File: src/color_proc_pkg.sv
package color_proc_pkg;
   // Register offsets
   localparam logic [7:0] ADDR_MODE_SEL     = 8'h01;
   localparam logic [7:0] ADDR_OUT_CTRL     = 8'h02;
   localparam logic [7:0] ADDR_GY_LOW       = 8'h03;
   localparam logic [7:0] ADDR_SHARED_LOW   = 8'h04;
   localparam logic [7:0] ADDR_GY_HIGH      = 8'h05;
   localparam logic [7:0] ADDR_GU_HIGH      = 8'h06;
   localparam logic [7:0] ADDR_GV_HIGH      = 8'h07;
   localparam logic [7:0] ADDR_BU_HIGH      = 8'h08;
   localparam logic [7:0] ADDR_RV_HIGH      = 8'h09;
   localparam logic [7:0] ADDR_HD_STD       = 8'h30;
   localparam logic [7:0] ADDR_HD_PATTERN   = 8'h31;
   localparam logic [7:0] ADDR_HD_IN_CTRL   = 8'h35;
   localparam logic [7:0] ADDR_PAT_FIRST    = 8'h36;
   localparam logic [7:0] ADDR_PAT_SECOND   = 8'h37;
   localparam logic [7:0] ADDR_PAT_THIRD    = 8'h38;
   localparam logic [7:0] ADDR_SD_STD       = 8'h80;
   localparam logic [7:0] ADDR_SD_CTRL      = 8'h87;
   localparam logic [7:0] ADDR_SCALE_LOW    = 8'h9c;
   localparam logic [7:0] ADDR_LUMA_SCALE   = 8'h9d;
   localparam logic [7:0] ADDR_CB_SCALE     = 8'h9e;
   localparam logic [7:0] ADDR_CR_SCALE     = 8'h9f;
   localparam logic [7:0] ADDR_HUE          = 8'ha0;
   // Bit positions
   localparam int BIT_RGB_SYNC      = 4;
   localparam int BIT_YPRPB_OUT     = 5;
   localparam int BIT_MANUAL_CSC    = 3;
   localparam int BIT_PATTERN_EN    = 2;
   localparam int BIT_HD_RGB_IN     = 1;
   localparam int BIT_SYNC_PRPB     = 2;
   localparam int BIT_SD_RGB_IN     = 7;
   localparam int BIT_HUE_EN        = 2;
   localparam int MODE_LSB          = 4;
   localparam logic [2:0] MODE_SD   = 3'h0;
   localparam logic [1:0] SD_STD_PAL = 2'h1;
   // Reset values
   localparam logic [7:0] RST_GY_LOW     = 8'h03;
   localparam logic [7:0] RST_SHARED_LOW = 8'hf0;
   localparam logic [7:0] RST_GY_HIGH    = 8'h4e;
   localparam logic [7:0] RST_GU_HIGH    = 8'h0e;
   localparam logic [7:0] RST_GV_HIGH    = 8'h24;
   localparam logic [7:0] RST_BU_HIGH    = 8'h92;
   localparam logic [7:0] RST_RV_HIGH    = 8'h7c;
   localparam logic [7:0] RST_PAT_LUMA   = 8'h10;
   localparam logic [7:0] RST_PAT_CHROMA = 8'h80;
   localparam logic [7:0] RST_SCALE_HIGH = 8'h80;
   localparam logic [7:0] RST_HUE        = 8'h80;
   // Arithmetic: coefficients are real value times 315
   localparam logic [9:0]  UNITY_SCALE  = 10'h200;
   localparam int          SCALE_SHIFT  = 9;
   localparam logic [7:0]  CHROMA_ZERO  = 8'h80;
   localparam logic [7:0]  HUE_CENTER   = 8'h80;
   localparam logic [7:0]  HUE_PAL_MIN  = 8'h01;
   localparam logic [15:0] RECIP_315    = 16'h3404;
   localparam int          RECIP_SHIFT  = 22;
   // Automatic ED/HD coefficients (HD colorimetry)
   localparam logic [9:0] HD_GY = 10'h13b;
   localparam logic [9:0] HD_GU = 10'h03b;
   localparam logic [9:0] HD_GV = 10'h093;
   localparam logic [9:0] HD_BU = 10'h248;
   localparam logic [9:0] HD_RV = 10'h1f0;
   // Automatic SD coefficients (BT.601)
   localparam logic [9:0] SD_RV = 10'h1ba;
   localparam logic [9:0] SD_GV = 10'h0e1;
   localparam logic [9:0] SD_GU = 10'h06c;
   localparam logic [9:0] SD_BU = 10'h22e;
   localparam logic [9:0] SD_KR = 10'h05e;
   localparam logic [9:0] SD_KG = 10'h0b9;
   localparam logic [9:0] SD_KB = 10'h024;
   localparam logic [9:0] SD_KCB = 10'h0b2;
   localparam logic [9:0] SD_KCR = 10'h0e1;

   typedef struct packed {
      logic       valid;
      logic [7:0] c0;     // Y or G
      logic [7:0] c1;     // Cb/Pb or B
      logic [7:0] c2;     // Cr/Pr or R
   } pixel_t;
endpackage : color_proc_pkg

File: src/video_color_processing.sv
// Implementation choice: the address-and-strobe port.
`timescale 1ns/1ps
module video_color_processing
   import color_proc_pkg::*;
(
   input  wire logic              ref_clk,     // Pixel clock
   input  wire logic              rst_n,       // Asynchronous reset
   input  wire logic [7:0]        reg_addr,    // Register address
   input  wire logic [7:0]        reg_wdata,   // Write data
   input  wire logic              reg_wr,      // Write strobe
   input  wire logic              reg_rd,      // Read strobe
   output logic      [7:0]        reg_rdata,   // Read data, cycle after strobe
   input  wire pixel_t            pix_in,      // Pixel from video source
   output pixel_t                 pix_out,     // Component output pixel
   output pixel_t                 comp_out,    // Composite / luma-chroma pixel
   output logic signed [8:0]      hue_offset,  // Chroma phase offset, 0.17578125 deg steps
   output logic                   sync_rgb,    // Sync on RGB enable
   output logic                   sync_prpb    // Sync on PrPb enable
);
   logic [7:0] mode_reg, out_ctrl_reg, hd_std_reg, hd_pat_reg, hd_in_reg;
   logic [7:0] sd_std_reg, sd_ctrl_reg;
   logic [7:0] gy_low_reg, shared_low_reg, gy_hi_reg, gu_hi_reg, gv_hi_reg;
   logic [7:0] bu_hi_reg, rv_hi_reg;
   logic [7:0] pat0_reg, pat1_reg, pat2_reg;
   logic [7:0] scale_low_reg, y_scale_reg, cb_scale_reg, cr_scale_reg, hue_reg;
   logic [7:0] rd_next;
   pixel_t     in_reg, sd_ycc_reg, out_next;

   wire sd_mode    = mode_reg[MODE_LSB +: 3] == MODE_SD;
   wire ypbpr_out  = out_ctrl_reg[BIT_YPRPB_OUT];
   wire manual_en  = out_ctrl_reg[BIT_MANUAL_CSC];
   wire pattern_en = hd_pat_reg[BIT_PATTERN_EN];
   wire hd_rgb_in  = hd_in_reg[BIT_HD_RGB_IN];
   wire sd_rgb_in  = sd_ctrl_reg[BIT_SD_RGB_IN];
   wire hue_en     = sd_ctrl_reg[BIT_HUE_EN];

   // Register file
   always_ff @(posedge ref_clk or negedge rst_n) begin
      if (!rst_n) begin
         mode_reg       <= '0;
         out_ctrl_reg   <= '0;
         hd_std_reg     <= '0;
         hd_pat_reg     <= '0;
         hd_in_reg      <= '0;
         sd_std_reg     <= '0;
         sd_ctrl_reg    <= '0;
         gy_low_reg     <= RST_GY_LOW;
         shared_low_reg <= RST_SHARED_LOW;
         gy_hi_reg      <= RST_GY_HIGH;
         gu_hi_reg      <= RST_GU_HIGH;
         gv_hi_reg      <= RST_GV_HIGH;
         bu_hi_reg      <= RST_BU_HIGH;
         rv_hi_reg      <= RST_RV_HIGH;
         pat0_reg       <= RST_PAT_LUMA;
         pat1_reg       <= RST_PAT_CHROMA;
         pat2_reg       <= RST_PAT_CHROMA;
         scale_low_reg  <= '0;
         y_scale_reg    <= RST_SCALE_HIGH;
         cb_scale_reg   <= RST_SCALE_HIGH;
         cr_scale_reg   <= RST_SCALE_HIGH;
         hue_reg        <= RST_HUE;
      end else if (reg_wr) begin
         unique case (reg_addr)
            ADDR_MODE_SEL:   mode_reg       <= reg_wdata;
            ADDR_OUT_CTRL:   out_ctrl_reg   <= reg_wdata;
            ADDR_HD_STD:     hd_std_reg     <= reg_wdata;
            ADDR_HD_PATTERN: hd_pat_reg     <= reg_wdata;
            ADDR_HD_IN_CTRL: hd_in_reg      <= reg_wdata;
            ADDR_SD_STD:     sd_std_reg     <= reg_wdata;
            ADDR_SD_CTRL:    sd_ctrl_reg    <= reg_wdata;
            ADDR_GY_LOW:     gy_low_reg     <= reg_wdata;
            ADDR_SHARED_LOW: shared_low_reg <= reg_wdata;
            ADDR_GY_HIGH:    gy_hi_reg      <= reg_wdata;
            ADDR_GU_HIGH:    gu_hi_reg      <= reg_wdata;
            ADDR_GV_HIGH:    gv_hi_reg      <= reg_wdata;
            ADDR_BU_HIGH:    bu_hi_reg      <= reg_wdata;
            ADDR_RV_HIGH:    rv_hi_reg      <= reg_wdata;
            ADDR_PAT_FIRST:  pat0_reg       <= reg_wdata;
            ADDR_PAT_SECOND: pat1_reg       <= reg_wdata;
            ADDR_PAT_THIRD:  pat2_reg       <= reg_wdata;
            ADDR_SCALE_LOW:  scale_low_reg  <= reg_wdata;
            ADDR_LUMA_SCALE: y_scale_reg    <= reg_wdata;
            ADDR_CB_SCALE:   cb_scale_reg   <= reg_wdata;
            ADDR_CR_SCALE:   cr_scale_reg   <= reg_wdata;
            ADDR_HUE:        hue_reg        <= reg_wdata;
            default: ;
         endcase
      end
   end

   always_comb begin
      unique case (reg_addr)
         ADDR_MODE_SEL:   rd_next = mode_reg;
         ADDR_OUT_CTRL:   rd_next = out_ctrl_reg;
         ADDR_HD_STD:     rd_next = hd_std_reg;
         ADDR_HD_PATTERN: rd_next = hd_pat_reg;
         ADDR_HD_IN_CTRL: rd_next = hd_in_reg;
         ADDR_SD_STD:     rd_next = sd_std_reg;
         ADDR_SD_CTRL:    rd_next = sd_ctrl_reg;
         ADDR_GY_LOW:     rd_next = gy_low_reg;
         ADDR_SHARED_LOW: rd_next = shared_low_reg;
         ADDR_GY_HIGH:    rd_next = gy_hi_reg;
         ADDR_GU_HIGH:    rd_next = gu_hi_reg;
         ADDR_GV_HIGH:    rd_next = gv_hi_reg;
         ADDR_BU_HIGH:    rd_next = bu_hi_reg;
         ADDR_RV_HIGH:    rd_next = rv_hi_reg;
         ADDR_PAT_FIRST:  rd_next = pat0_reg;
         ADDR_PAT_SECOND: rd_next = pat1_reg;
         ADDR_PAT_THIRD:  rd_next = pat2_reg;
         ADDR_SCALE_LOW:  rd_next = scale_low_reg;
         ADDR_LUMA_SCALE: rd_next = y_scale_reg;
         ADDR_CB_SCALE:   rd_next = cb_scale_reg;
         ADDR_CR_SCALE:   rd_next = cr_scale_reg;
         ADDR_HUE:        rd_next = hue_reg;
         default:         rd_next = '0;
      endcase
   end

   always_ff @(posedge ref_clk or negedge rst_n) begin
      if (!rst_n) reg_rdata <= '0;
      else if (reg_rd) reg_rdata <= rd_next;
      else reg_rdata <= '0;
   end

   // Coefficients: high byte carries bits 9:2
   wire [9:0] gy_c = manual_en ? {gy_hi_reg, gy_low_reg[1:0]} : HD_GY;
   wire [9:0] gu_c = manual_en ? {gu_hi_reg, shared_low_reg[7:6]} : HD_GU;
   wire [9:0] gv_c = manual_en ? {gv_hi_reg, shared_low_reg[5:4]} : HD_GV;
   wire [9:0] bu_c = manual_en ? {bu_hi_reg, shared_low_reg[3:2]} : HD_BU;
   wire [9:0] rv_c = manual_en ? {rv_hi_reg, shared_low_reg[1:0]} : HD_RV;
   wire [9:0] y_sc  = {y_scale_reg,  scale_low_reg[1:0]};
   wire [9:0] cb_sc = {cb_scale_reg, scale_low_reg[3:2]};
   wire [9:0] cr_sc = {cr_scale_reg, scale_low_reg[5:4]};

   // Coefficient times sample, coefficient unsigned
   function automatic logic signed [39:0] mul(input logic [9:0] k,
                                             input logic signed [39:0] v);
      mul = $signed({30'h0, k}) * v;
   endfunction : mul

   // Divide by 315 via reciprocal; avoids a real divider in the pixel path
   function automatic logic signed [39:0] div315(input logic signed [39:0] v);
      div315 = (v * $signed({24'h0, RECIP_315})) >>> RECIP_SHIFT;
   endfunction : div315

   function automatic logic [7:0] sat8(input logic signed [39:0] v);
      if (v < 0) sat8 = '0;
      else if (v > 40'sd255) sat8 = 8'hff;
      else sat8 = v[7:0];
   endfunction : sat8

   function automatic logic signed [39:0] ext(input logic [7:0] v);
      ext = $signed({32'h0, v});
   endfunction : ext

   // Stage 1: SD input to YCbCr, then level scaling
   logic signed [39:0] s_y, s_cb, s_cr, s_r, s_g, s_b;
   pixel_t             sd_ycc_next;
   always_comb begin
      s_g = ext(pix_in.c0);
      s_b = ext(pix_in.c1);
      s_r = ext(pix_in.c2);
      if (sd_rgb_in) begin
         s_y  = div315(mul(SD_KR, s_r) + mul(SD_KG, s_g) + mul(SD_KB, s_b));
         s_cb = div315(mul(SD_KCB, s_b - s_y));
         s_cr = div315(mul(SD_KCR, s_r - s_y));
      end else begin
         s_y  = s_g;
         s_cb = s_b - ext(CHROMA_ZERO);
         s_cr = s_r - ext(CHROMA_ZERO);
      end
      sd_ycc_next.valid = pix_in.valid;
      sd_ycc_next.c0 = sat8(mul(y_sc, s_y) >>> SCALE_SHIFT);
      sd_ycc_next.c1 = sat8((mul(cb_sc, s_cb) >>> SCALE_SHIFT) + ext(CHROMA_ZERO));
      sd_ycc_next.c2 = sat8((mul(cr_sc, s_cr) >>> SCALE_SHIFT) + ext(CHROMA_ZERO));
   end

   always_ff @(posedge ref_clk or negedge rst_n) begin
      if (!rst_n) begin
         in_reg     <= '0;
         sd_ycc_reg <= '0;
      end else begin
         in_reg     <= pix_in;
         sd_ycc_reg <= sd_ycc_next;
      end
   end

   // Stage 2: output color space
   logic signed [39:0] e_y, e_pb, e_pr, t_y, q_y, q_pb, q_pr;
   always_comb begin
      e_y  = ext(in_reg.c0);
      e_pb = ext(in_reg.c1) - ext(CHROMA_ZERO);
      e_pr = ext(in_reg.c2) - ext(CHROMA_ZERO);
      t_y  = mul(gy_c, e_y);
      q_y  = ext(sd_ycc_reg.c0);
      q_pb = ext(sd_ycc_reg.c1) - ext(CHROMA_ZERO);
      q_pr = ext(sd_ycc_reg.c2) - ext(CHROMA_ZERO);
      out_next = in_reg;
      if (sd_mode) begin
         out_next = sd_ycc_reg;
         if (!ypbpr_out) begin
            out_next.c0 = sat8(q_y - div315(mul(SD_GU, q_pb) + mul(SD_GV, q_pr)));
            out_next.c1 = sat8(q_y + div315(mul(SD_BU, q_pb)));
            out_next.c2 = sat8(q_y + div315(mul(SD_RV, q_pr)));
         end
      end else if (pattern_en) begin
         // Raw color codes, matrix bypassed; 235/128/128 gives white
         out_next.c0 = pat0_reg;
         out_next.c1 = pat1_reg;
         out_next.c2 = pat2_reg;
      end else if (!hd_rgb_in) begin
         if (ypbpr_out) begin
            out_next.c0 = sat8(div315(t_y));
            out_next.c1 = sat8(div315(mul(bu_c, e_pb)) + ext(CHROMA_ZERO));
            out_next.c2 = sat8(div315(mul(rv_c, e_pr)) + ext(CHROMA_ZERO));
         end else begin
            out_next.c0 = sat8(div315(t_y - mul(gu_c, e_pb) - mul(gv_c, e_pr)));
            out_next.c1 = sat8(div315(t_y + mul(bu_c, e_pb)));
            out_next.c2 = sat8(div315(t_y + mul(rv_c, e_pr)));
         end
      end
      // In ED/HD, RGB in is passed as RGB; RGB in to YPrPb out has no conversion
   end

   always_ff @(posedge ref_clk or negedge rst_n) begin
      if (!rst_n) begin
         pix_out   <= '0;
         comp_out  <= '0;
         sync_rgb  <= 1'b0;
         sync_prpb <= 1'b0;
      end else begin
         pix_out   <= out_next;
         comp_out  <= sd_ycc_reg;
         sync_rgb  <= out_ctrl_reg[BIT_RGB_SYNC];
         sync_prpb <= hd_in_reg[BIT_SYNC_PRPB];
      end
   end

   // Hue: offset in 0.17578125 degree steps, driven on hue_offset whenever hue_en is set
   logic [7:0] hue_eff;
   always_comb begin
      hue_eff = hue_reg;
      if (sd_std_reg[1:0] == SD_STD_PAL && hue_reg < HUE_PAL_MIN)
         hue_eff = HUE_PAL_MIN;
   end

   always_ff @(posedge ref_clk or negedge rst_n) begin
      if (!rst_n) hue_offset <= '0;
      else if (hue_en)
         hue_offset <= $signed({1'b0, hue_eff}) - $signed({1'b0, HUE_CENTER});
      else hue_offset <= '0;
   end
endmodule : video_color_processing

File: config.mk
export PLATFORM = sky130hd
export DESIGN_NAME = video_color_processing
export DESIGN_NICKNAME = d
export VERILOG_FILES = /design/src/color_proc_pkg.sv /design/src/video_color_processing.sv
export SDC_FILE = /design/constraint.sdc
export NUM_CORES = 2
export LEC_CHECK = 0
export ABC_AREA = 1
export CAP_MARGIN = 10
export CORE_ASPECT_RATIO = 0.7
export CORE_MARGIN = 1.5
export CORE_UTILIZATION = 45
export CTS_CLUSTER_DIAMETER = 40
export DETAILED_ROUTE_END_ITERATION = 12
export DONT_BUFFER_PORTS = 1
export GPL_ROUTABILITY_DRIVEN = 0
export MAX_ROUTING_LAYER = met4
export PLACE_DENSITY_LB_ADDON = 0.1
export SYNTH_ARGS = -nofsm -noshare
export SYNTH_HDL_FRONTEND = slang
export SYNTH_SLANG_ARGS = --single-unit
File: constraint.sdc
create_clock -name ref_clk -period 17.41 [get_ports ref_clk]
set_clock_uncertainty 0.15 [all_clocks]
set_input_delay 0.8705 -clock ref_clk [delete_from_list [all_inputs] [get_ports ref_clk]]
set_output_delay 0.8705 -clock ref_clk [all_outputs]
set_load 0.02 [all_outputs]
Word-level counts from Yosys, hierarchy flattened
Index checks and enable logic that the tools add are counted.
{"block": "word_totals", "reg_bits": 293, "wordCells": 205, "in_bits": 45, "out_inout_bits": 69}
{"block": "op_classes", "n_eq_ne": 23, "reduce_logical": 24, "order_cmp": 25, "n_addsub": 23, "n_mux": 41, "multipliers": 29}
{"operator": "2-to-1 mux 8 bit", "count": 26}
{"operator": "case mux 8 bit (22 select lines)", "count": 1}
{"operator": "2-to-1 mux 24 bit", "count": 5}
{"operator": "multiplier 20 x 13 -> 33 bit, second input constant", "count": 3}
{"operator": "multiplier 19 x 13 -> 32 bit, second input constant", "count": 3}
{"operator": "multiplier 11 x 40 -> 40 bit", "count": 2}
{"operator": "multiplier 11 x 9 -> 20 bit", "count": 4}
{"operator": "2-to-1 mux 40 bit", "count": 2}
{"operator": "> comparator 14 x 9 -> 1 bit, second input constant", "count": 5}
{"operator": "less-than comparator 14 x 1 -> 1 bit, second input constant", "count": 5}
{"operator": "multiplier 21 x 13 -> 34 bit, second input constant", "count": 2}
{"operator": "adder 31 x 9 -> 32 bit, second input constant", "count": 2}
{"operator": "> comparator 32 x 9 -> 1 bit, second input constant", "count": 2}
{"operator": "less-than comparator 32 x 1 -> 1 bit, second input constant", "count": 2}
{"operator": "subtractor 8 x 8 -> 9 bit, second input constant", "count": 7}
{"operator": "multiplier 18 x 12 -> 30 bit, second input constant", "count": 2}
{"operator": "2-to-1 mux 10 bit", "count": 6}
{"operator": "== test 8 bit, second input constant", "count": 7}
{"operator": "== test 8 x 6 -> 1 bit, second input constant", "count": 6}
{"operator": "AND reduction 2 bit", "count": 22}
{"operator": "adder 19 x 20 -> 21 bit", "count": 2}
{"operator": "multiplier 9 x 9 -> 18 bit, first input constant", "count": 2}
{"operator": "multiplier 22 x 13 -> 35 bit, second input constant", "count": 1}
{"operator": "== test 8 x 3 -> 1 bit, second input constant", "count": 4}
{"operator": "36 further kinds", "count": 42}

Logic depth before layout (Yosys ltp)
{"block": "depth", "depth_word": 13, "mapped_depth": 133, "ltp_nobuf": 133}

Least setup slack after synthesis
No wires, ideal clock.
{"block": "synth_path", "path_type": "input-to-reg", "startpoint": "in pix_in[4] in the netlist's numbering", "endpoint": "reg sd_ycc_reg[0] in the netlist's numbering", "t_arrival_ps": 22473, "stages": 110, "setup_slack_ps": -5327, "n_path_buf": 0, "setup_ps": 113, "path_cell_list": "fa_1 > inv_1 > fa_1 > fa_1 > inv_1 > ha_1 > inv_1 > o31ai_1 > xor2_1 > inv_1 > ha_1 > fa_1 > fa_1 > fa_1 > fa_1 > ha_1 > inv_1 > o21ai_0 > [... 74 more ...] > a21oi_1 > inv_1 > a21oi_1 > a21boi_0 > o221a_2 > nand2_1 > xor2_1 > nand2_1 > nor2_1 > nand2_1 > nand2_1 > nand2_1 > nor2_1 > nand2_1 > nor2_4 > nand3_1 > nand2_1 > inv_1"}
{"item": "from (decl)", "line_no": "video_color_processing.sv:13", "rtl": "input wire pixel_t pix_in,"}
{"item": "to (signal assigned)", "line_no": "video_color_processing.sv:184", "rtl": "sd_ycc_reg <= sd_ycc_next;"}
{"item": "to (decl)", "line_no": "video_color_processing.sv:27", "rtl": "pixel_t in_reg, sd_ycc_reg, out_next;"}

==> summary.log <==
[yosys] Net Count, Synth 14,200
[cts] clock latency on the worst-skew pair 0.62 ns
[yosys] area of the mapped netlist 89,650 um^2
[finish] Largest register FFs 25
[yosys] Synth top area share 26.35%
[yosys] register bit count reported by yosys 292
[worst_setup_path] Critical-path top delay cell sky130_fd_sc_hd__fa_1
[detailed_routing] Routed Wire Length 273,200 um
[worst_setup_path] kind of launch point of the worst setup path input port
[worst_setup_path] capturing element type of the critical path register
[outcome] violated checks negative setup slack
[yosys] Synth Instances 11,110
[cts] number of buffers created by CTS 41
[yosys] Synth Flop Type sky130_fd_sc_hd__dfrtp_1
[finish] share of cells above drive strength 1 14.31%
[grt] maximum number of pins on one net before global-route repair 263
[worst_setup_path] register-to-register setup slack 0.83 ns
[grt] vias in the first global route 75,180
[sta] number of setup violations in the final report 16
[yosys] yosys warns 0
[floorplan] Die ar. 202,000 um^2
[yosys] post-synthesis cell type count 73
[sta] share of the clock period used by the worst path after layout 127.1%
[worst_setup_path] largest fanout of any net on the critical path 8
[yosys] cell taking the most area after synthesis sky130_fd_sc_hd__fa_1
[sta] setup repair after global routing missed its margin true
[worst_setup_path] capturing instance or port of the critical path sd_ycc_reg[10]
[cts] total number of H-tree levels 2
[worst_setup_path] first element of the critical path pix_in[6]
[grt] global-route wire length before repair 428,900 um
[finish] # nets final 14,940
[place] post-detail-place hpwl 233,800 um
[yosys] EDFF count, synth 0
[sta] final critical-path setup slack -4.714 ns
[floorplan] vertical die dimension 376.4 um
[cts] TritonCTS clock tree built
[worst_setup_path] largest stage delay on the critical path 0.57 ns
[grt] total congestion overflow after global routing 0
[sta] Fin Hold WS 0.08245 ns
[sta] f_max 45.20 MHz
[worst_setup_path] kind of critical path in2reg
[detailed_routing] DRT antenna net count 0
[detailed_routing] via count 75,300
[floorplan] starting density of the core 45.46%
[cts] clock sink count 292
[finish] post-synthesis to final-layout area growth 16.50%
[floorplan] num ports 114
[sta] Worst-Margin Slew 1.226 ns
[cts] clk root buf sky130_fd_sc_hd__clkbuf_16
[finish] Util after Layout 52.96%
[worst_setup_path] most numerous cell on the critical path sky130_fd_sc_hd__fa_1
[worst_setup_path] Worst Reg2Reg Path Length in Cells 57
[yosys] leading cell types by total area after synthesis sky130_fd_sc_hd__fa_1, sky130_fd_sc_hd__ha_1, sky130_fd_sc_hd__inv_1, sky130_fd_sc_hd__nand2_1, sky130_fd_sc_hd__dfrtp_1
[floorplan] core area 197,200 um^2
[sta] Slew Limit Headroom 17.53%
[sta] final count of hold timing violations 0
[outcome] status finished with violations
[cts] Max Buffers Root-to-Sink 3
[grt] combined global-route utilization of all metal layers 27.94%
[floorplan] Die Span X 536.5 um
[worst_setup_path] worst path required time 17.70 ns
[flow_run] max-cap viol count 0
[grt] initial antenna violation count 16
[place] buffers added on ports 0
[yosys] post-synthesis sequential area ratio 8.192%
[worst_setup_path] launch instance of the worst register-to-register path out_ctrl_reg[3]
[worst_setup_path] data arrival time of the worst path 22.42 ns
[detailed_routing] DRC violations left 0
[cts] register clock-pin slew on the reported worst setup and hold paths 0.06 ns
[detailed_routing] routed via count divided by cell count 5.188
[sta] final max-slew violation count 0
[floorplan] # rows 136
[place] DP Area 98,650 um^2
[yosys] Async S/R FF share, synth 100.0%
[detailed_routing] Pre-Repair DR Iteration Count 6
[detailed_routing] routed wirelength normalized by instance count 18.82 um
[finish] post-route cell area 104,400 um^2
[yosys] average instance area after synthesis 8.069 um^2
[min_path] type of the tightest min-delay check in2async
[worst_setup_path] worst reg2reg endpoint pix_out[18]
[sta] clock period minus worst slack 22.12 ns
[detailed_routing] DRC marker count from the first detailed-route iteration 5,573
cell usage in the layout (no fill, tap or decap), drive strengths merged, types with 44 or more instances in the layout:
| cell | netlist | layout |
|---|---|---|
| a21o | 52 | 52 |
| a21oi | 574 | 574 |
| a221oi | 44 | 44 |
| a31oi | 47 | 47 |
| buf | 22 | 830 |
| clkbuf | 116 | 51 |
| dfrtp | 262 | 262 |
| fa | 1180 | 1180 |
| ha | 1867 | 1867 |
| inv | 2612 | 2621 |
| nand2 | 1887 | 1887 |
| nand3 | 238 | 238 |
| nand4 | 70 | 70 |
| nor2 | 798 | 798 |
| nor3 | 64 | 64 |
| o21ai | 475 | 475 |
| o21bai | 74 | 74 |
| xnor2 | 183 | 183 |
| xor2 | 272 | 272 |
synth_stat cells, types with 5 or more instances:
cell and count:
sky130_fd_sc_hd__a211oi_1 16, sky130_fd_sc_hd__a21boi_0 7, sky130_fd_sc_hd__a21o_1 52, sky130_fd_sc_hd__a21oi_1 572, sky130_fd_sc_hd__a221oi_1 44, sky130_fd_sc_hd__a22o_1 8, sky130_fd_sc_hd__a31oi_1 47, sky130_fd_sc_hd__and2_1 10
sky130_fd_sc_hd__and3_1 8, sky130_fd_sc_hd__buf_1 12, sky130_fd_sc_hd__buf_2 5, sky130_fd_sc_hd__buf_4 5, sky130_fd_sc_hd__clkbuf_1 116, sky130_fd_sc_hd__clkinv_1 15, sky130_fd_sc_hd__dfrtp_1 262, sky130_fd_sc_hd__dfstp_2 30
sky130_fd_sc_hd__fa_1 1180, sky130_fd_sc_hd__ha_1 1867, sky130_fd_sc_hd__inv_1 2595, sky130_fd_sc_hd__inv_2 16, sky130_fd_sc_hd__nand2_1 1870, sky130_fd_sc_hd__nand2_2 15, sky130_fd_sc_hd__nand3_1 226, sky130_fd_sc_hd__nand3_2 11
sky130_fd_sc_hd__nand3b_1 18, sky130_fd_sc_hd__nand4_1 68, sky130_fd_sc_hd__nor2_1 783, sky130_fd_sc_hd__nor2_2 12, sky130_fd_sc_hd__nor3_1 63, sky130_fd_sc_hd__nor4_1 29, sky130_fd_sc_hd__o2111ai_1 7, sky130_fd_sc_hd__o211ai_1 11
sky130_fd_sc_hd__o21a_1 19, sky130_fd_sc_hd__o21ai_0 441, sky130_fd_sc_hd__o21ai_1 30, sky130_fd_sc_hd__o21bai_1 73, sky130_fd_sc_hd__o221ai_1 9, sky130_fd_sc_hd__o22ai_1 14, sky130_fd_sc_hd__o2bb2ai_1 8, sky130_fd_sc_hd__o31ai_1 8
sky130_fd_sc_hd__or2_2 19, sky130_fd_sc_hd__xnor2_1 183, sky130_fd_sc_hd__xor2_1 268
what timing repair did:
action                                  CTS  global route
setup buffers                            61            59
hold buffers                              2             0
pin swaps                               228           255
hold endpoints to repair                262             0
gates resized for setup                 356           352
endpoints found under the setup margin   16            16
through the flow:
stage	cells	setup WS [ns]	TNS, ns
finish	14510	-4.714	-73.72
CTS	14440	-4.463	-69.96
detailed placement	14300	-6.064	-95.01
global route	14510	-5.639	-89.97
floorplan	11110	-4.369	-69.51
global placement	14300	-5.721	-90.97
layout make-up:
class	count	area, um^2
Clock buffer	51	1134
Timing Repair Buffer	830	6472
Clock inverter	25	334.1
Sequential cell	292	7346
Inverter	2627	9879
Antenna cell	13	32.53
Tap cell	2622	3281
Multi-Input combinational cell	8054	75960
Fill cell	18720	92780
worst min path at each step:
stage / startpoint / slack, ns / endpoint / cells after the start
2_1_floorplan: sd_ycc_reg[24] / 0.18 / comp_out[24] / 0
3_3_place_gp: sd_ycc_reg[24] / 0.19 / comp_out[24] / 0
3_5_place_dp: sd_ycc_reg[24] / 0.20 / comp_out[24] / 0
4_1_cts: pix_in[7] / 0.11 / in_reg[7] / 0
5_1_grt: pix_in[9] / 0.11 / in_reg[9] / 0
6_report: rst_n / 0.08 / hue_offset[3] / 1
critical path: cells and delay by family:
| kind | cells | cell delay (ns) |
|---|---|---|
| xor gates and xnor gates | 5 | 0.84 |
| and+or+nand+nor | 28 | 2.77 |
| buffers and inverters | 29 | 2.27 |
| adders and majority gates | 31 | 12.27 |
| AOI/OAI and AO/OA | 24 | 3.36 |
cell families after synthesis:
kind of cell             synth area share (%)
AND/OR/NAND/NOR                         14.33
flip-flops                              8.192
adder cells (fa/ha/maj)                 52.41
XOR/XNOR                                4.516
AO/OA/AOI/OAI                           8.947
buffers and inverters                   11.61
per-layer routing:
metal	GRT usage (%)	vias to the layer above	part of all wire [%]
met2	38.96	2249	40
li1	-	36360	-
met1	42.89	36500	51
met4	4.462	0	1.7
met5	-	-	0
met3	3.922	192	7.6
Power is left out: the tool's default activity adds up to more than one toggle a clock period on the data nets, which glitch-free logic cannot reach.
